**src/design/status_params.svh**
```systemverilog
// Offsets-free constants for the status, event and fault-code block
// Summary of operation
// (RULE1) Set standard bit 0 when all earlier commands have completed.
// (RULE2) Standard bits 2,3,4: query, device-dependent, execution error.
// (RULE3) Standard bit 5 syntax error, bit 7 power cycle; 1 and 6 reserved.
// (RULE4) Standard enable mask selects bits reaching the standard summary bit.
// (RULE5) Instrument bit 0 on trigger; bit 1 on trigger during running cycle.
// (RULE6) Instrument bit 2 on cycle done, bit 3 on train done.
// (RULE7) Instrument bit 4 on inhibited cycle, bit 5 on aborted cycle.
// (RULE8) Instrument bit 6 on PLL unlock, bit 7 on atomic reference unlock.
// (RULE9) Instrument enable mask selects bits reaching the instrument summary bit.
// (RULE10) Fault queue holds up to 20 codes from self test, parsing, execution.
// (RULE11) One code removed per pop request; empty queue returns code 0.
// (RULE12) Fault lamp lights on any failure, goes off when queue read empty.
// (RULE13) Full queue records 254 and drops later codes until space frees.
// (RULE14) Execution codes: 10 range, 11 mode, 15 locked by another interface.
// (RULE15) Code 30 when response data is lost.
// (RULE16) Code 32 when talking with no listener; pending output dropped.
// (RULE17) Self-test codes: 40 checksum, 51 up links, 62 to 71 channel delays.
// (RULE18) Calibration failure codes 80 to 91.
// (RULE19) Code 110 malformed command name, 111 unknown command.
// (RULE20) Codes 112 illegal query, 113 illegal set, 116 missing parameters.
// (RULE21) Codes 118 bad float, 121 integer overflow, 122 bad hexadecimal.
// (RULE22) Code 170 framing or parity; 171 overrun and flush both buffers.
// (RULE23) Event bits latch; cleared only by reading or clear-status.
// (RULE24) Summary bit set while any event bit and its enable are both set.
// (RULE25) Codes returned oldest first.
`ifndef STATUS_PARAMS_SVH
`define STATUS_PARAMS_SVH
`define STD_OPC_BIT      0
`define STD_QUERY_BIT    2
`define STD_DEVDEP_BIT   3
`define STD_EXEC_BIT     4
`define STD_CMD_BIT      5
`define STD_PON_BIT      7
`define STD_USED_MASK    8'hbd
`define FAULT_DEPTH      20
`define CODE_NONE        8'h00
`define CODE_OVERFLOW    8'hfe
`define CODE_ILL_VALUE   8'h0a
`define CODE_ILL_MODE    8'h0b
`define CODE_LOCKED      8'h0f
`define CODE_LOST_DATA   8'h1e
`define CODE_NO_LISTEN   8'h20
`define CODE_ROM_CHECK   8'h28
`define CODE_LINK_BASE   8'h33
`define CODE_CHAN_BASE   8'h3e
`define CODE_CAL_BASE    8'h50
`define CODE_CAL_LAST    8'h5b
`define CODE_BAD_NAME    8'h6e
`define CODE_UNKNOWN     8'h6f
`define CODE_ILL_QUERY   8'h70
`define CODE_ILL_SET     8'h71
`define CODE_MISS_PARAM  8'h74
`define CODE_BAD_FLOAT   8'h76
`define CODE_INT_OVFL    8'h79
`define CODE_BAD_HEX     8'h7a
`define CODE_FRAMING     8'haa
`define CODE_OVERRUN     8'hab
`define EVT_RESET        8'h00
`define MASK_RESET       8'h00
`endif

```
**src/design/status_pkg.sv**
```systemverilog
// Types shared by the status block
package status_pkg;
    typedef logic [7:0] fault_code_t;
    typedef logic [7:0] event_byte_t;
    typedef enum logic [3:0] {
        FLT_NONE, FLT_ILL_VALUE, FLT_ILL_MODE, FLT_LOCKED, FLT_LOST_DATA, FLT_NO_LISTEN,
        FLT_BAD_NAME, FLT_UNKNOWN, FLT_ILL_QUERY, FLT_ILL_SET, FLT_MISS_PARAM,
        FLT_BAD_FLOAT, FLT_INT_OVFL, FLT_BAD_HEX, FLT_FRAMING, FLT_OVERRUN
    } remote_fault_t;
    typedef enum logic [1:0] {
        ST_NONE, ST_ROM, ST_LINK, ST_CHAN
    } selftest_fault_t;
endpackage

```
**src/design/fault_push_if.sv**
```systemverilog
// Push channel into the fault code queue
interface fault_push_if;
    import status_pkg::*;
    logic        push;
    fault_code_t code;
    modport src (output push, output code);
    modport dst (input push, input code);
endinterface

```
**src/design/event_latch.sv**
```systemverilog
// One latched event byte with enable mask and summary bit
`include "status_params.svh"
module event_latch (
    input  wire logic               clk_sys,
    input  wire logic               reset_n,
    input  wire status_pkg::event_byte_t setBits,
    input  wire logic               readClr,
    input  wire logic               clrStatus,
    input  wire status_pkg::event_byte_t enableMask,
    output status_pkg::event_byte_t flags,
    output logic                    summary
);
    import status_pkg::*;
    event_byte_t flags_r;

    // Set wins over read-clear so no event is lost
    always_ff @(posedge clk_sys or negedge reset_n) begin
        if (!reset_n) begin
            flags_r <= `EVT_RESET;
        end else if (readClr || clrStatus) begin
            flags_r <= setBits; // RULE23
        end else begin
            flags_r <= flags_r | setBits; // RULE23
        end
    end

    assign flags   = flags_r;
    assign summary = |(flags_r & enableMask); // RULE24

    a_latch_hold: assert property (@(posedge clk_sys) disable iff (!reset_n)
        !$past(readClr || clrStatus) |-> ((flags_r & $past(flags_r)) == $past(flags_r)))
        else $error("event bit dropped without clear"); // RULE23
endmodule // event_latch

```
**src/design/fault_queue.sv**
```systemverilog
// Oldest-first fault code queue with overflow marker
`include "status_params.svh"
module fault_queue #(
    parameter int DEPTH = `FAULT_DEPTH
) (
    input  wire logic                    clk_sys,
    input  wire logic                    reset_n,
    fault_push_if.dst                    pushIn,
    input  wire logic                    pop,
    input  wire logic                    flush,
    output status_pkg::fault_code_t      popCode,
    output logic                         popValid,
    output logic [$clog2(DEPTH+1)-1:0]   count,
    output logic                         overflowed
);
    import status_pkg::*;
    localparam int AW = $clog2(DEPTH);
    fault_code_t            mem [DEPTH];
    logic [AW-1:0]          rdPtr_r;
    logic [AW-1:0]          wrPtr_r;
    logic [$clog2(DEPTH+1)-1:0] count_r;
    logic                   ovf_r;
    fault_code_t            popCode_r;
    logic                   popValid_r;
    logic                   doPop;
    logic                   doPush;
    fault_code_t            wrCode;
    logic                   full;

    assign full  = (count_r == DEPTH[$clog2(DEPTH+1)-1:0]);
    assign doPop = pop && (count_r != '0);
    // Last slot takes the overflow marker, later codes drop while marked
    assign doPush = pushIn.push && !ovf_r && (!full || doPop); // RULE13
    assign wrCode = (count_r == DEPTH[$clog2(DEPTH+1)-1:0] - 1'b1 && !doPop)
                    ? `CODE_OVERFLOW : pushIn.code; // RULE13

    function automatic logic [AW-1:0] incr(input logic [AW-1:0] p);
        incr = (p == AW'(DEPTH - 1)) ? '0 : p + 1'b1;
    endfunction

    always_ff @(posedge clk_sys) begin
        if (doPush) begin
            mem[wrPtr_r] <= wrCode; // RULE10
        end
    end

    always_ff @(posedge clk_sys or negedge reset_n) begin
        if (!reset_n) begin
            rdPtr_r <= '0;
            wrPtr_r <= '0;
            count_r <= '0;
            ovf_r   <= 1'b0;
        end else if (flush) begin
            rdPtr_r <= '0;
            wrPtr_r <= '0;
            count_r <= '0;
            ovf_r   <= 1'b0;
        end else begin
            if (doPush) begin
                wrPtr_r <= incr(wrPtr_r);
            end
            if (doPop) begin
                rdPtr_r <= incr(rdPtr_r); // RULE25
            end
            count_r <= count_r + (doPush ? 1'b1 : 1'b0) - (doPop ? 1'b1 : 1'b0);
            if (doPush && wrCode == `CODE_OVERFLOW && pushIn.code != `CODE_OVERFLOW) begin
                ovf_r <= 1'b1;
            end else if (doPop) begin
                ovf_r <= 1'b0;
            end
        end
    end

    always_ff @(posedge clk_sys or negedge reset_n) begin
        if (!reset_n) begin
            popCode_r  <= `CODE_NONE;
            popValid_r <= 1'b0;
        end else begin
            popValid_r <= pop;
            if (pop) begin
                popCode_r <= doPop ? mem[rdPtr_r] : `CODE_NONE; // RULE11
            end
        end
    end

    assign popCode    = popCode_r;
    assign popValid   = popValid_r;
    assign count      = count_r;
    assign overflowed = ovf_r;

    a_queue_bound: assert property (@(posedge clk_sys) disable iff (!reset_n)
        count_r <= DEPTH) else $error("queue count beyond depth"); // RULE10
    a_empty_zero: assert property (@(posedge clk_sys) disable iff (!reset_n)
        pop && count_r == '0 && !flush |=> popValid && popCode == `CODE_NONE)
        else $error("empty pop not zero"); // RULE11
    a_pop_shrinks: assert property (@(posedge clk_sys) disable iff (!reset_n)
        pop && count_r != '0 && !pushIn.push && !flush |=> count_r == $past(count_r) - 1'b1)
        else $error("pop did not remove code"); // RULE11
    a_full_drop: assert property (@(posedge clk_sys) disable iff (!reset_n)
        full && !pop && !flush |=> count_r == $past(count_r))
        else $error("full queue grew"); // RULE13
endmodule // fault_queue

```
**src/design/status_event_error_queue.sv**
```systemverilog
// Status registers, summary bits, fault queue and fault lamp
`include "status_params.svh"
module status_event_error_queue #(
    parameter int DEPTH = `FAULT_DEPTH
) (
    input  wire logic                         clk_sys,
    input  wire logic                         reset_n,
    // Standard event sources, one-cycle pulses from same-clock logic
    input  wire logic                         opsComplete,
    input  wire logic                         powerOnEvent,
    // Instrument event sources, pulses from same-clock logic
    input  wire logic                         input_event_seen,
    input  wire logic                         cycleBusy,
    input  wire logic                         cycle_done,
    input  wire logic                         train_done,
    input  wire logic                         cycleInhibited,
    input  wire logic                         cycleAborted,
    // Lock detector levels from outside
    input  wire logic                         pllLocked,
    input  wire logic                         atomicRefLocked,
    // Remote command failure report
    input  wire logic                         remoteFault,
    input  wire status_pkg::remote_fault_t    remoteFaultKind,
    // Self-test and calibration failures
    input  wire logic                         selfTestFault,
    input  wire status_pkg::selftest_fault_t  selfTestKind,
    input  wire logic [3:0]                   selfTestIndex,
    input  wire logic                         calFault,
    input  wire logic [3:0]                   calIndex,
    // Host command port
    input  wire logic                         readStdFlags,
    input  wire logic                         readInstFlags,
    input  wire logic                         clearStatus,
    input  wire logic                         writeStdMask,
    input  wire logic                         writeInstMask,
    input  wire status_pkg::event_byte_t      maskData,
    input  wire logic                         pop_fault_code,
    output status_pkg::event_byte_t           readData,
    output logic                              readValid,
    output status_pkg::fault_code_t           faultCode,
    output logic                              faultCodeValid,
    output logic                              standardSummaryFlag,
    output logic                              instrument_summary_flag,
    output status_pkg::event_byte_t           standardEventMask,
    output status_pkg::event_byte_t           instrument_event_mask,
    output logic                              faultLamp,
    output logic [$clog2(DEPTH+1)-1:0]        faultCount,
    output logic                              dropOutput,
    output logic                              flushBuffers
);
    import status_pkg::*;

    fault_push_if pushBus ();

    logic         pllMeta_r;
    logic         pllSync_r;
    logic         pllPrev_r;
    logic         refMeta_r;
    logic         refSync_r;
    logic         refPrev_r;
    event_byte_t  stdSet;
    event_byte_t  instSet;
    event_byte_t  stdFlags;
    event_byte_t  instFlags;
    event_byte_t  stdMask_r;
    event_byte_t  instMask_r;
    event_byte_t  readData_r;
    logic         readValid_r;
    logic         stdSummary;
    logic         instSummary;
    fault_code_t  remoteCode;
    fault_code_t  devCode;
    logic         isQueryErr;
    logic         isExecErr;
    logic         isCmdErr;
    logic         lamp_r;
    logic         dropOut_r;
    logic         flush_r;
    logic         popValid;
    logic [$clog2(DEPTH+1)-1:0] count;

    // Lock levels are asynchronous; two flops before the edge detector
    always_ff @(posedge clk_sys or negedge reset_n) begin
        if (!reset_n) begin
            pllMeta_r <= 1'b1;
            pllSync_r <= 1'b1;
            pllPrev_r <= 1'b1;
            refMeta_r <= 1'b1;
            refSync_r <= 1'b1;
            refPrev_r <= 1'b1;
        end else begin
            pllMeta_r <= pllLocked;
            pllSync_r <= pllMeta_r;
            pllPrev_r <= pllSync_r;
            refMeta_r <= atomicRefLocked;
            refSync_r <= refMeta_r;
            refPrev_r <= refSync_r;
        end
    end

    // Remote fault kind to queued code
    always_comb begin
        unique case (remoteFaultKind)
            FLT_NONE:       remoteCode = `CODE_NONE;
            FLT_ILL_VALUE:  remoteCode = `CODE_ILL_VALUE; // RULE14
            FLT_ILL_MODE:   remoteCode = `CODE_ILL_MODE; // RULE14
            FLT_LOCKED:     remoteCode = `CODE_LOCKED; // RULE14
            FLT_LOST_DATA:  remoteCode = `CODE_LOST_DATA; // RULE15
            FLT_NO_LISTEN:  remoteCode = `CODE_NO_LISTEN; // RULE16
            FLT_BAD_NAME:   remoteCode = `CODE_BAD_NAME; // RULE19
            FLT_UNKNOWN:    remoteCode = `CODE_UNKNOWN; // RULE19
            FLT_ILL_QUERY:  remoteCode = `CODE_ILL_QUERY; // RULE20
            FLT_ILL_SET:    remoteCode = `CODE_ILL_SET; // RULE20
            FLT_MISS_PARAM: remoteCode = `CODE_MISS_PARAM; // RULE20
            FLT_BAD_FLOAT:  remoteCode = `CODE_BAD_FLOAT; // RULE21
            FLT_INT_OVFL:   remoteCode = `CODE_INT_OVFL; // RULE21
            FLT_BAD_HEX:    remoteCode = `CODE_BAD_HEX; // RULE21
            FLT_FRAMING:    remoteCode = `CODE_FRAMING; // RULE22
            FLT_OVERRUN:    remoteCode = `CODE_OVERRUN; // RULE22
        endcase
    end

    // Self-test and calibration codes; calibration code saturates at 91
    always_comb begin
        devCode = `CODE_NONE;
        if (calFault) begin
            devCode = (calIndex > 4'd11) ? `CODE_CAL_LAST : (`CODE_CAL_BASE + {4'h0, calIndex}); // RULE18
        end else begin
            unique case (selfTestKind)
                ST_NONE: devCode = `CODE_NONE;
                ST_ROM:  devCode = `CODE_ROM_CHECK; // RULE17
                ST_LINK: devCode = `CODE_LINK_BASE + {4'h0, selfTestIndex}; // RULE17
                ST_CHAN: devCode = `CODE_CHAN_BASE + {4'h0, (selfTestIndex > 4'd9) ? 4'd9 : selfTestIndex}; // RULE17
            endcase
        end
    end

    // Remote faults take priority; a simultaneous self-test fault is dropped
    assign pushBus.push = (remoteFault && remoteFaultKind != FLT_NONE) ||
                          ((selfTestFault || calFault) && devCode != `CODE_NONE); // RULE10
    assign pushBus.code = (remoteFault && remoteFaultKind != FLT_NONE) ? remoteCode : devCode;

    assign isQueryErr = remoteFault && (remoteFaultKind == FLT_LOST_DATA || remoteFaultKind == FLT_NO_LISTEN);
    assign isExecErr  = remoteFault && (remoteFaultKind == FLT_ILL_VALUE || remoteFaultKind == FLT_ILL_MODE ||
                                        remoteFaultKind == FLT_LOCKED);
    assign isCmdErr   = remoteFault && !isQueryErr && !isExecErr && remoteFaultKind != FLT_NONE &&
                        remoteFaultKind != FLT_FRAMING && remoteFaultKind != FLT_OVERRUN;

    always_comb begin
        stdSet = 8'h00;
        stdSet[`STD_OPC_BIT]    = opsComplete; // RULE1
        stdSet[`STD_QUERY_BIT]  = isQueryErr; // RULE2
        stdSet[`STD_DEVDEP_BIT] = selfTestFault || calFault; // RULE2
        stdSet[`STD_EXEC_BIT]   = isExecErr; // RULE2
        stdSet[`STD_CMD_BIT]    = isCmdErr; // RULE3
        stdSet[`STD_PON_BIT]    = powerOnEvent; // RULE3
    end

    always_comb begin
        instSet = {!refSync_r && refPrev_r, // RULE8
                   !pllSync_r && pllPrev_r, // RULE8
                   cycleAborted, // RULE7
                   cycleInhibited, // RULE7
                   train_done, // RULE6
                   cycle_done, // RULE6
                   input_event_seen && cycleBusy, // RULE5
                   input_event_seen}; // RULE5
    end

    event_latch u_std (
        .clk_sys    (clk_sys),
        .reset_n    (reset_n),
        .setBits    (stdSet),
        .readClr    (readStdFlags),
        .clrStatus  (clearStatus),
        .enableMask (stdMask_r),
        .flags      (stdFlags),
        .summary    (stdSummary)
    );

    event_latch u_inst (
        .clk_sys    (clk_sys),
        .reset_n    (reset_n),
        .setBits    (instSet),
        .readClr    (readInstFlags),
        .clrStatus  (clearStatus),
        .enableMask (instMask_r),
        .flags      (instFlags),
        .summary    (instSummary)
    );

    // Masks survive clear-status; only explicit writes change them
    always_ff @(posedge clk_sys or negedge reset_n) begin
        if (!reset_n) begin
            stdMask_r  <= `MASK_RESET;
            instMask_r <= `MASK_RESET;
        end else begin
            if (writeStdMask) begin
                stdMask_r <= maskData & `STD_USED_MASK; // RULE4
            end
            if (writeInstMask) begin
                instMask_r <= maskData; // RULE9
            end
        end
    end

    always_ff @(posedge clk_sys or negedge reset_n) begin
        if (!reset_n) begin
            readData_r  <= 8'h00;
            readValid_r <= 1'b0;
        end else begin
            readValid_r <= readStdFlags || readInstFlags;
            if (readStdFlags) begin
                readData_r <= stdFlags;
            end else if (readInstFlags) begin
                readData_r <= instFlags;
            end
        end
    end

    fault_queue #(.DEPTH(DEPTH)) u_queue (
        .clk_sys    (clk_sys),
        .reset_n    (reset_n),
        .pushIn     (pushBus),
        .pop        (pop_fault_code),
        .flush      (clearStatus),
        .popCode    (faultCode),
        .popValid   (popValid),
        .count      (count),
        .overflowed ()
    );

    // Lamp on with any queued fault, off once the queue drains
    always_ff @(posedge clk_sys or negedge reset_n) begin
        if (!reset_n) begin
            lamp_r <= 1'b0;
        end else if (remoteFault) begin
            lamp_r <= 1'b1; // RULE12
        end else begin
            lamp_r <= (count != '0) || pushBus.push; // RULE12
        end
    end

    always_ff @(posedge clk_sys or negedge reset_n) begin
        if (!reset_n) begin
            dropOut_r <= 1'b0;
            flush_r   <= 1'b0;
        end else begin
            dropOut_r <= remoteFault && (remoteFaultKind == FLT_NO_LISTEN ||
                                         remoteFaultKind == FLT_LOST_DATA); // RULE16
            flush_r   <= remoteFault && remoteFaultKind == FLT_OVERRUN; // RULE22
        end
    end

    assign readData                = readData_r;
    assign readValid               = readValid_r;
    assign faultCodeValid          = popValid;
    assign standardSummaryFlag     = stdSummary;
    assign instrument_summary_flag = instSummary;
    assign standardEventMask       = stdMask_r;
    assign instrument_event_mask   = instMask_r;
    assign faultLamp               = lamp_r;
    assign faultCount              = count;
    assign dropOutput              = dropOut_r;
    assign flushBuffers            = flush_r;

    a_opc_latch: assert property (@(posedge clk_sys) disable iff (!reset_n)
        opsComplete |=> stdFlags[`STD_OPC_BIT]) else $error("complete bit not set"); // RULE1
    a_exec_bit: assert property (@(posedge clk_sys) disable iff (!reset_n)
        remoteFault && remoteFaultKind == FLT_ILL_VALUE |=> stdFlags[`STD_EXEC_BIT])
        else $error("execution bit not set"); // RULE2
    a_reserved_zero: assert property (@(posedge clk_sys) disable iff (!reset_n)
        stdFlags[1] == 1'b0 && stdFlags[6] == 1'b0) else $error("reserved bit set"); // RULE3
    a_std_summary: assert property (@(posedge clk_sys) disable iff (!reset_n)
        standardSummaryFlag == |(stdFlags & stdMask_r)) else $error("standard summary wrong"); // RULE4
    a_rate_bit: assert property (@(posedge clk_sys) disable iff (!reset_n)
        input_event_seen && cycleBusy |=> instFlags[1] && instFlags[0]) else $error("rate bit missing"); // RULE5
    a_pll_loss: assert property (@(posedge clk_sys) disable iff (!reset_n)
        $fell(pllLocked) |-> ##[3:4] instFlags[6]) else $error("pll unlock not flagged"); // RULE8
    a_inst_summary: assert property (@(posedge clk_sys) disable iff (!reset_n)
        instMask_r == 8'h00 |-> !instrument_summary_flag) else $error("masked summary set"); // RULE9
    a_lamp_on: assert property (@(posedge clk_sys) disable iff (!reset_n)
        remoteFault |=> faultLamp) else $error("lamp not lit"); // RULE12
    a_overrun_flush: assert property (@(posedge clk_sys) disable iff (!reset_n)
        remoteFault && remoteFaultKind == FLT_OVERRUN |=> flushBuffers) else $error("no flush"); // RULE22
    c_pop_code: cover property (@(posedge clk_sys) faultCodeValid && faultCode != `CODE_NONE);
    c_overflow: cover property (@(posedge clk_sys) faultCodeValid && faultCode == `CODE_OVERFLOW);
    c_lamp_off: cover property (@(posedge clk_sys) $fell(faultLamp));
    c_summary: cover property (@(posedge clk_sys) instrument_summary_flag && standardSummaryFlag);
endmodule // status_event_error_queue

```
**config.mk**
```make
export PLATFORM = sky130hd
export DESIGN_NAME = status_event_error_queue
export DESIGN_NICKNAME = d
export VERILOG_FILES = /design/src/design/status_pkg.sv /design/src/design/fault_push_if.sv /design/src/design/event_latch.sv /design/src/design/fault_queue.sv /design/src/design/status_event_error_queue.sv
export VERILOG_INCLUDE_DIRS = /design/src /design/src/design
export SDC_FILE = /design/constraint.sdc
export NUM_CORES = 1
export LEC_CHECK = 0
export BUFFER_PORTS_ARGS = -buffer_cell sky130_fd_sc_hd__buf_4
export CORE_MARGIN = 8
export CORE_UTILIZATION = 38
export CTS_BUF_LIST = sky130_fd_sc_hd__clkbuf_2
export DETAILED_ROUTE_END_ITERATION = 8
export PLACE_DENSITY = 0.64
export SETUP_SLACK_MARGIN = 0.1
export SLEW_MARGIN = 0
export SYNTH_ARGS = -nofsm -noshare
export SYNTH_HDL_FRONTEND = slang
export SYNTH_HIERARCHICAL = 1
export SYNTH_SLANG_ARGS = --single-unit
export TNS_END_PERCENT = 5
```
**constraint.sdc**
```tcl
create_clock -name clk_sys -period 5.9 [get_ports clk_sys]
set_input_delay 0.885 -clock clk_sys [delete_from_list [all_inputs] [get_ports clk_sys]]
set_output_delay 0.885 -clock clk_sys [all_outputs]
set_load 0.1 [all_outputs]
```
Yosys cells after proc, flatten, opt, wreduce, memory -nomap -nowiden. Memory sizes are Yosys's and may differ from the RTL's. Index checks and enable logic that the tools add are counted.

Bitwise operators: 4. $lt $le $gt $ge: 2. $add $sub $neg: 7. Reduce and logical (&&, ||, !) cells: 46. Eq/ne operators: 17. Muxes and demuxes: 26.

Operator list (number): 2-to-1 mux 8 bit (9); 2-to-1 mux 5 bit (7); one-hot mux 8 bit (4 select lines) (1); == test 5 bit, second input constant (4); logical AND 1 bit (19); AND 8 bit (2); OR 8 bit (2); OR reduction 8 bit (2); adder 6 x 4 -> 7 bit, first input constant (2); adder 5 x 1 -> 5 bit, second input constant (2); logical OR 1 bit (10); adder 7 x 4 -> 8 bit, first input constant (1); == test 4 x 2 -> 1 bit, second input constant (2); == test 4 x 3 -> 1 bit, second input constant (2); == test 8 bit, second input constant (1); > comparator 4 bit, second input constant (2); 2-to-1 mux 1 bit (8); != test 4 bit, second input constant (2); != test 8 bit, second input constant (1); nonzero test 8 bit (1); zero test 1 bit (7); nonzero test 2 bit (3); adder 5 bit (1); nonzero test 5 bit (1); other kinds (9) (10).

Memories kept: 2. Register bits: 73. ROM bits: 128. Bits in writable memories: 160.

Memories: u_queue.mem (depth 20, bits a word 8, read ports 1, clocked after memory_dff 0, wr ports 1, line fault_queue.sv:18) `fault_code_t mem [DEPTH];`; (no name shown) (depth 16, bits a word 8, read ports 1, clocked after memory_dff 0, wr ports 0, line status_event_error_queue.sv:103) `unique case (remoteFaultKind)`.

Longest topological paths before layout. Gate-level depths: netlist (run 1).

Depth in word-level cells: 14. Gate-level depth with buffers: 15. Gate-level depth less buffers: 15.

Cells and area by module. The synthesis (run 1) kept the hierarchy.

Modules (own cells, without submodules): fault_queue (times used 1, area each 7696.1 µm², cells an instance 471, sequential area each 5430.2 µm²); status_event_error_queue (times used 1, area each 1849.3 µm², cells an instance 182, sequential area each 808.3 µm²); event_latch (times used 2, area each 307.8 µm², cells an instance 22, sequential area each 200.2 µm²).

Worst setup path after synthesis (run 1). Ideal clock, no wire load.

Path type: input port to flip-flop. Start point: input remoteFaultKind[0]. End point: register u_queue.count_r[4] (netlist: u_queue/count[4]). Cell stages on the path: 15. Arrival: 3.848 ns. Data required time: 5.822 ns. Buffers on the path: 0. Slack: 1.974 ns. Cells stage by stage: inv_1 -> ha_1 -> a21boi_2 -> or3b_4 -> nand2b_1 -> a21oi_1 -> inv_1 -> ha_1 -> inv_1 -> ha_1 -> fa_1 -> a21oi_1 -> nor2_1 -> or3_1 -> a21oi_1.

Longest elaborated chain between the ends: 9.

Ends and longest elaborated chain: from (decl) (line status_event_error_queue.sv:23) `input wire status_pkg::remote_fault_t remoteFaultKind,`; nonzero test 4 bit (line status_event_error_queue.sv:139) `assign pushBus.push = (remoteFault && remoteFaultKind != FLT_NONE) ||`; logical AND 1 bit (line status_event_error_queue.sv:139); logical OR 1 bit (line status_event_error_queue.sv:139); named net pushBus.push (line fault_push_if.sv:4) `logic push;`; logical AND 1 bit (2 in series) (line fault_queue.sv:33) `assign doPush = pushIn.push && !ovf_r && (!full || doPop);`; 2-to-1 mux 1 bit (line fault_queue.sv:65) `count_r <= count_r + (doPush ? 1'b1 : 1'b0) - (doPop ? 1'b1 : 1'b0);`; adder 5 bit (line fault_queue.sv:65); subtractor 5 bit (line fault_queue.sv:65); 2-to-1 mux 5 bit (line fault_queue.sv:53) `end else if (flush) begin`; to (signal assigned) (line fault_queue.sv:65); to (decl) (line fault_queue.sv:21) `logic [$clog2(DEPTH+1)-1:0] count_r;`.

The timed path passes the listed nets, and every way through them passes these cells. A chain may end at the register's enable or synchronous reset.

Worst setup path in the final report (run 1).
Start point: input remoteFaultKind[1]. End point: register u_queue.count_r[4] (netlist: u_queue/count[4]).

Same word-level chain as after synthesis.

==> flow_summary.ini, run 1 <==
[setup_path]
r2r_start = u_queue/count[3]
r2r_cells = 13
path_max_fanout = 10
cp-start-kind = primary input
end_kind = flip-flop
crit_required_ns = 6.64
timing.rr.end = u_queue/count[4]
crit_arrival_ns = 4.47
path_class = primary input to flip-flop
r2r_setup_slack_ns = 2.39

[floorplan]
die_h_microns = 180
coreArea_sq_um = 26600
start_util = 0.382
io_pins = 87
die_area_sq_um = 32200
placementRows = 60
die_width_microns = 180

[cts]
post_cts_resized = 0
cts_tree = built
clk-insertion-delay-late_ns = 0.81
root_buffer = clkbuf_2
numCtsBuffers = 57
h-tree-depth = 2
cts-hold-fix-buffers = 0
post-cts-setup-buffers = 0
clkSlewWorstSetupHoldPaths_ns = 0.10
clockBufferDepth = 3
clkSinkCount = 233

[sta]
tightest_slew_ns = 1.01
slew_viol_final = 0
slew_headroom = 0.325
totalNegativeSetupSlack_ns = 0
period_minus_slack_ns = 3.73
setup_viol_count_final = 0
whs_ns = 0.212
clock_skew_ns = 0.0769
fmax_mhz = 268
period_share = 0.633
rsz0062_at_grt = no
finalHoldViolCount = 0

[yosys]
synth_area_leaders = edfxtp_1 (47%), dfrtp_1 (17%), mux4_2 (5.3%), mux2_2 (3.5%), mux2i_1 (3.4%)
syn_area_per_cell_sq_um = 14.6
synth.distinct_cells = 62
synthCells = 697
synth-seq-cells = 233
synth_largest_area_cell = edfxtp_1
synth_top_area_frac = 0.473
synth_edf_count = 160
netlist_area_sq_um = 10200
synth-async-reset-ratio = 0.313
yosysSeqAreaShare = 0.653
synth_ff_type = edfxtp_1
ys_warn_count = 6

[global_route]
grt_pass1_wl_microns = 35800
grt_max_degree = 74
grt_pass1_vias = 6455
antenna_found_initial = 1
gr-total-overflow = 0
grt_util_all_layers = 0.140

[drt]
remaining_drc_errors = 0
first_iter_violations = 384
wl_microns = 23000
wl_per_cell_microns = 19.1
routed_via_density = 5.17
vias = 6231
first_pass_iters = 5
ant_nets = 0

[layout]
area_delta_synth_final_pct = 14.6
n_fill_cell = 2461
layout-drive-gt1-share = 0.307
mostFrequentLayoutCells = edfxtp_1 (160), clkbuf_2 (97), buf_4 (87)
final_nets = 880
mostFrequentLayoutCell = edfxtp_1

[job]
cap_violations = 0

[power_and_ir_drop]
vdd_ir_drop_max_mv = 0.404
power_per_cell_area_nw_per_um2 = 367
p_leak_nw = 4.50
finalPower_mw = 4.27

[placed_design]
routabilityCongestion = 0.780
place_hpwl_microns = 15100
port_buffers = 84

[worst_hold_path]
hold_path_end = refMeta_r
holdCritPathClass = primary input to flip-flop
whs_path_depth = 1
hp-start = atomicRefLocked

[status]
status = finished, final reports clean
[metrics by stage]
stage / setup slack [ns] / instance area [sq um] / cells / utilization
final: 2.17 / 11600 / 1206 / 0.438
after global routing: 1.97 / 11600 / 1206 / 0.438
after CTS: 2.31 / 11600 / 1205 / 0.438
after detailed placement: 1.39 / 11100 / 1098 / 0.418
after global placement: 1.50 / 11100 / 1098 / 0.418
after floorplan: 1.97 / 10200 / 702 / -
[synth_stat cells (9+ instances only)]
library cell,instances
edfxtp_1,160
dfrtp_1,67
nor2_1,36
mux2i_1,35
nand2_1,35
mux2_2,32
a21oi_1,31
mux4_2,24
inv_1,22
nand2b_1,22
ha_1,20
o21ai_0,20
a21o_1,19
clkbuf_1,19
nor2b_1,19
nor3_1,11
a22oi_1,9
a31oi_1,9
[worst max path at each step]
stage | endpoint | cells past startpoint | startpoint
final | u_queue/count[4] | 16 | remoteFaultKind[1]
after global routing | u_queue/count[4] | 16 | remoteFaultKind[1]
after CTS | u_queue/count[4] | 16 | remoteFaultKind[1]
after detailed placement | u_queue/count[4] | 16 | remoteFaultKind[1]
after global placement | u_queue/count[4] | 16 | remoteFaultKind[1]
after floorplan | u_queue/count[4] | 15 | remoteFaultKind[0]
[worst max-delay path, stage by stage]
cell and delay, ns:
buf_4 0.12, inv_1 0.08, ha_1 0.26, a21boi_2 0.38
or3b_4 0.21, nand2b_1 0.09, a21oi_1 0.51, inv_1 0.23
ha_1 0.33, inv_1 0.04, ha_1 0.20, fa_1 0.41
a21oi_1 0.16, nor2_1 0.06, or3_1 0.35, a21oi_1 0.14
[cell type report]
class / instances / area (sq um) / area share
repair buffers: 87 / 653 / 0.0561
flip-flops and latches: 233 / 6640 / 0.570
clock inverters: 10 / 43.8 / 0.00376
inverters: 23 / 86.3 / 0.00742
well taps: 341 / 427 / 0.0366
diodes: 1 / 2.50 / 0.000215
clock buffers: 97 / 485 / 0.0417
multi-input cells: 414 / 3300 / 0.284
[state kept, by name, summed over array words and instances (netlist names), 5 cells and up]
signal and cells:
u_queue/mem 160, instrument_event_mask 8, readData 8, u_inst/flags 8, u_queue/popCode 8, u_std/flags 8, standardEventMask 6, u_queue/count 5
u_queue/rdPtr_r 5, u_queue/wrPtr_r 5
[kinds of logic after synthesis]
group           synth area share
buf+inv                   0.0234
other cells             0.000369
fa+ha+maj                 0.0266
compound gates            0.0803
xor+xnor                 0.00431
flops                      0.653
simple gates              0.0859
mux                        0.126
[where the power goes]
group,leakage [nW],switching [mW],internal (mW)
clock,0.426,0.620,0.428
combinational,1.73,0.807,0.395
sequential,2.34,0.137,1.88
total,4.50,1.56,2.71
[per-layer routing]
layer  up-vias  share of wire  GRT usage
met5         -              0          0
met4         0          0.018     0.0470
met3        31          0.057     0.0298
met2       185           0.48      0.225
met1      3103           0.45      0.186
li1       2912              -          -
Note: power is estimated with default switching activity, not from simulation.
==> inputs of run 2 (changes only) <==
- clock period: 5.9 -> 3.5 ns (I/O delays scaled with it)
==> run 2 against run 1 <==
Global-route usage grew 0.36 points; worst hold slack got worse by 0.093 ns; routed wire length increased by 1.7%; largest cell class unchanged; sequential share of layout area down 2.5 points; first-iteration DRC count is 0.26% lower; non-clock buffer count rose by 57; combinational power increased by 82%; via count grew 2.9%.
==> flow_summary.ini, run 2 (same netlist as run 1, synthesis figures left out) <==
[layout]
area_delta_synth_final_pct = 20.0
mostFrequentLayoutCells = edfxtp_1 (160), buf_4 (110), clkbuf_2 (96)
top_register = u_queue/mem
largest_reg_flops = 160
fin_area_sq_um = 12200
n_fill_cell = 2452
final_nets = 937
mostFrequentLayoutCell = edfxtp_1
utilization = 0.459
layout-drive-gt1-share = 0.317

[sta]
clock_skew_ns = 0.0541
rsz0062_at_grt = no
slew_headroom = 0.356
totalNegativeSetupSlack_ns = 0
period_minus_slack_ns = 3.12
finalHoldViolCount = 0
slew_viol_final = 0
setup_viol_count_final = 0
fmax_mhz = 321
tightest_slew_ns = 0.966
whs_ns = 0.119
period_share = 0.891

[cts]
clkSinkCount = 233
clkSlewWorstSetupHoldPaths_ns = 0.08
cts_tree = built
root_buffer = clkbuf_2
clk-insertion-delay-late_ns = 0.81
numCtsBuffers = 57
clockBufferDepth = 3
h-tree-depth = 2

[floorplan]
die_area_sq_um = 32200
start_util = 0.382
die_width_microns = 180
placementRows = 60
io_pins = 87
coreArea_sq_um = 26600
die_h_microns = 180

[job]
cap_violations = 0

[status]
status = finished, final reports clean

[setup_path]
crit_chain = inv_1 -> ha_1 -> or4b_4 -> nand2_1 -> inv_2 -> ha_1 -> inv_1 -> ha_1 -> fa_1 -> a21oi_1 -> nor2_1 -> or3_1 -> a21oi_1
critPathTopFamily = adder cells
path_max_fanout = 10
path_class = flip-flop to flip-flop
cp_slowest_cell = or4b_4
path_buf_inv = 3
cp-start-kind = flip-flop
crit_top_cell = ha_1
crit_arrival_ns = 3.81
end_kind = flip-flop
max_stage_delay_ns = 0.48
path_depth = 13
crit_required_ns = 4.19
r2r_cells = 13

[global_route]
grt_pass1_vias = 6695
gr-total-overflow = 0
grt_max_degree = 74
antenna_found_initial = 1
grt_util_all_layers = 0.143
grt_pass1_wl_microns = 36900

[drt]
ant_nets = 0
wl_per_cell_microns = 18.5
routed_via_density = 5.08
wl_microns = 23400
first_pass_iters = 4
vias = 6412
remaining_drc_errors = 0
first_iter_violations = 383

[power_and_ir_drop]
p_leak_nw = 4.77
power_per_cell_area_nw_per_um2 = 602
vdd_ir_drop_max_mv = 0.452

[worst_hold_path]
holdCritPathClass = primary input to flip-flop
whs_path_depth = 2

[placed_design]
postPlaceCellArea_sq_um = 11300
place_hpwl_microns = 15700
routabilityCongestion = 0.819
port_buffers = 84
==> run 2: stage by stage <==
step                      std cells  total power, mW  setup slack (ns)
final                          1262             7.35             0.383
after global routing           1262             7.73             0.230
after CTS                      1261             7.44             0.207
after detailed placement       1121             5.57             0.187
after global placement         1121             5.54             0.273
after floorplan                 702             4.97             0.132
==> run 2: what timing repair did <==
item,4_1_cts,5_1_grt
endpoints found under the setup margin,0,1
hold endpoints to repair,107,0
setup buffers,0,0
hold buffers,34,0
resized for setup,0,1
==> run 2: power breakdown <==
group          internal, mW  total, mW  switching, mW
logic                 0.737       2.18           1.45
clock network         0.784       1.81           1.02
registers              3.18       3.36          0.183
==> run 2: path summary, 6_finish.rpt <==
| check | start | endpoint | slack, ns |
|---|---|---|---|
| worst max-delay path | u_queue/count[2] | u_queue/count[4] | 0.38 |
| worst min-delay path | writeInstMask | instrument_event_mask[3] | 0.12 |
| worst max register to register | u_queue/count[2] | u_queue/count[4] | 0.38 |
| worst min register to register | refMeta_r | refSync_r | 0.36 |
| max in group asynchronous | reset_n | u_queue/count[4] | 2.37 |
| min in group asynchronous | reset_n | flushBuffers | 0.43 |
==> run 2: metal layers <==
metal / up-vias / global-route usage / share of wire
li1: 3021 / - / -
met1: 3192 / 0.194 / 0.46
met2: 167 / 0.226 / 0.47
met3: 32 / 0.0296 / 0.051
met4: 0 / 0.0514 / 0.019
met5: - / 0 / 0
==> run 2: cell type report <==
type	instances	area [sq um]	area share
Clock buffer	96	480	0.0394
Sequential cell	233	6650	0.545
Tap cell	341	427	0.0350
Inverter	23	86.3	0.00708
Timing Repair Buffer	144	1170	0.0956
Clock inverter	10	63.8	0.00523
Antenna cell	1	2.50	0.000205
Multi-Input combinational cell	414	3320	0.272
==> inputs of run 3 (changes only) <==
- ABC_AREA: not set -> 1
==> run 3 against run 2 <==
Register-to-register slack improved by 0.70 ns; clock skew up 0.077 ns; first-iteration DRC count is 40% higher; global-route usage is 1.3 points higher; worst setup slack better by 0.44 ns; utilization decreased by 0.66 points; clock power rose by 3%; synthesized cell count rose by 60%; routed wire length rose by 14%; sequential power down 1%; design area rose by 5.6%; non-clock buffer count is 4 higher; critical endpoint unchanged; largest cell class unchanged.
==> flow_summary.ini, run 3 <==
[cts]
clkSlewWorstSetupHoldPaths_ns = 0.09
h-tree-depth = 2
root_buffer = clkbuf_2
cts_tree = built
clockBufferDepth = 3
clkSinkCount = 233
clk-insertion-delay-late_ns = 0.87
numCtsBuffers = 55
post-cts-setup-buffers = 0
cts-hold-fix-buffers = 33
post_cts_resized = 0

[power_and_ir_drop]
power_per_cell_area_nw_per_um2 = 604
power_frac_comb = 0.333
pwr-share-seq = 0.427
swShare = 0.400
p_clk_frac = 0.240
p_leak_nw = 5.92
p_int_mw = 4.67
switchingPower_mw = 3.11
finalPower_mw = 7.78
vdd_ir_drop_max_mv = 0.360

[drt]
vias = 8054
ant_nets = 0
wl_microns = 26600
wl_per_cell_microns = 15.4
remaining_drc_errors = 0
routed_via_density = 4.68
first_pass_iters = 6
first_iter_violations = 536

[yosys]
syn_area_per_cell_sq_um = 9.74
ys_warn_count = 6
synth_top_area_frac = 0.442
synthCells = 1117
netlist_area_sq_um = 10900
synth-async-reset-ratio = 0.313
synth_edf_count = 160
synth-seq-cells = 233
synth_most_common_cell = nand2_1
yosysSeqAreaShare = 0.610
synth.top_cells.by_count = nand2_1 (314), edfxtp_1 (160), inv_1 (159)
synth_ff_type = edfxtp_1
synth_area_leaders = edfxtp_1 (44%), dfrtp_1 (15%), nand2_1 (11%), nand3_1 (5.7%), inv_1 (5.5%)
synth.distinct_cells = 42
synth_largest_area_cell = edfxtp_1

[floorplan]
die_width_microns = 185
placementRows = 62
io_pins = 87
die_h_microns = 185
die_area_sq_um = 34300
coreArea_sq_um = 28500
start_util = 0.382

[global_route]
grt_util_all_layers = 0.156
grt_pass1_wl_microns = 42100
gr-total-overflow = 0
antenna_found_initial = 1
grt_pass1_vias = 8086
grt_max_degree = 88

[setup_path]
timing.rr.end = u_queue/count[4]
cp-start-kind = primary input
r2r_start = u_queue/count[2]
path_max_fanout = 4
crit_required_ns = 4.19
r2r_setup_slack_ns = 1.08
worstSetupEndpoint = u_queue/count[4]
worstSetupStartpoint = selfTestIndex[1]
path_class = primary input to flip-flop
r2r_cells = 11
end_kind = flip-flop
crit_arrival_ns = 3.37

[placed_design]
placed_cells = 1581
place_hpwl_microns = 17600
routabilityCongestion = 0.881
port_buffers = 84

[sta]
period_minus_slack_ns = 2.68
slew_headroom = 0.378
setup_viol_count_final = 0
fmax_mhz = 373
clock_skew_ns = 0.131
finalHoldViolCount = 0
rsz0062_at_grt = no
totalNegativeSetupSlack_ns = 0
tightest_slew_ns = 0.934
slew_viol_final = 0
period_share = 0.766

[layout]
layout-drive-gt1-share = 0.197
finalNonFillerCells = 1720
area_delta_synth_final_pct = 18.3
mostFrequentLayoutCells = nand2_1 (314), edfxtp_1 (160), inv_1 (159)
final_nets = 1351
largest_reg_flops = 160
utilization = 0.452
top_register = u_queue/mem
mostFrequentLayoutCell = nand2_1

[job]
cap_violations = 0

[worst_hold_path]
holdCritPathClass = primary input to flip-flop

[status]
status = finished, final reports clean
-- run 3: cell count changes in the layout (fill, tap and decap cells not counted), moves of 18 or more --
cell / before / now
inv_1: 22 / 159
mux2_2: 32 / 14
nor2_1: 36 / 80
nand2_1: 35 / 314
nor2b_1: 19 / 0
nand2b_1: 22 / 0
nand3_1: 5 / 125
mux4_2: 24 / 0
a21o_1: 19 / 0
mux2i_1: 35 / 0
-- run 3: worst max-delay path, stage by stage --
cell,delay (ns)
buf_4,0.11
inv_1,0.10
ha_1,0.21
nand2_1,0.08
nand3_1,0.09
nand2_1,0.09
ha_1,0.19
ha_1,0.18
o21ai_0,0.15
nand2_1,0.07
nand2_1,0.07
nand3_1,0.07
nand2_1,0.08
inv_1,0.05
nand3_1,0.10
ha_1,0.13
inv_1,0.04
ha_1,0.19
fa_1,0.40
a21oi_1,0.16
o21bai_1,0.09
o21ai_0,0.15
a21oi_1,0.05
-- run 3: cell families after synthesis --
logic type,synth area share
other,0.000345
and+or+nand+nor,0.211
adders and majority gates,0.0248
buffers and inverters,0.0821
DFF,0.610
xor gates and xnor gates,0.00322
AOI/OAI and AO/OA,0.0540
muxes,0.0145
-- run 3: cell type report --
type,count,area (sq um)
inverter,167,629
clock buffer,88,440
antenna,2,5.00
multi-input combinational,682,3370
tap,384,480
sequential,233,6640
timing repair buffer,148,1190
clock inverter,16,118
fill,2795,15600
-- run 3: worst min-delay path by stage --
stage                     end  depth (start not counted)          startpoint
3_5_place_dp        pllSync_r                          0           pllMeta_r
6_report         flushBuffers                          3  remoteFaultKind[3]
5_1_grt        u_std/flags[3]                          3            calFault
3_3_place_gp        pllSync_r                          0           pllMeta_r
4_1_cts          flushBuffers                          3  remoteFaultKind[3]
2_1_floorplan      dropOutput                          0             reset_n
-- run 3: power groups by stage --
stage | combinational (mW) | clock [mW] | sequential [mW]
4_1_cts | 2.60 | 1.93 | 3.32
6_report | 2.59 | 1.87 | 3.32
5_1_grt | 2.82 | 2.06 | 3.35
2_1_floorplan | 1.22 | 0 | 4.02
3_3_place_gp | 2.53 | 0 | 3.37
3_5_place_dp | 2.57 | 0 | 3.38
-- run 3: layer usage --
layer	track usage	routed length (microns)	vias to the layer above
li1	-	-	3997
met2	0.260	13000	228
met1	0.202	11400	3787
met3	0.0320	1650	42
met4	0.0506	478	0
met5	0	0	-
-- run 3: through the flow --
stage / area [sq um] / hold WS [ns] / setup WS, ns
3_5_place_dp: 12000 / 0.347 / 0.0176
2_1_floorplan: 10900 / 0.229 / 0.327
6_report: 12900 / 0.0973 / 0.818
4_1_cts: 12900 / 0.0157 / 0.902
5_1_grt: 12900 / 0.0266 / 0.547
3_3_place_gp: 12000 / 0.346 / 0.0721
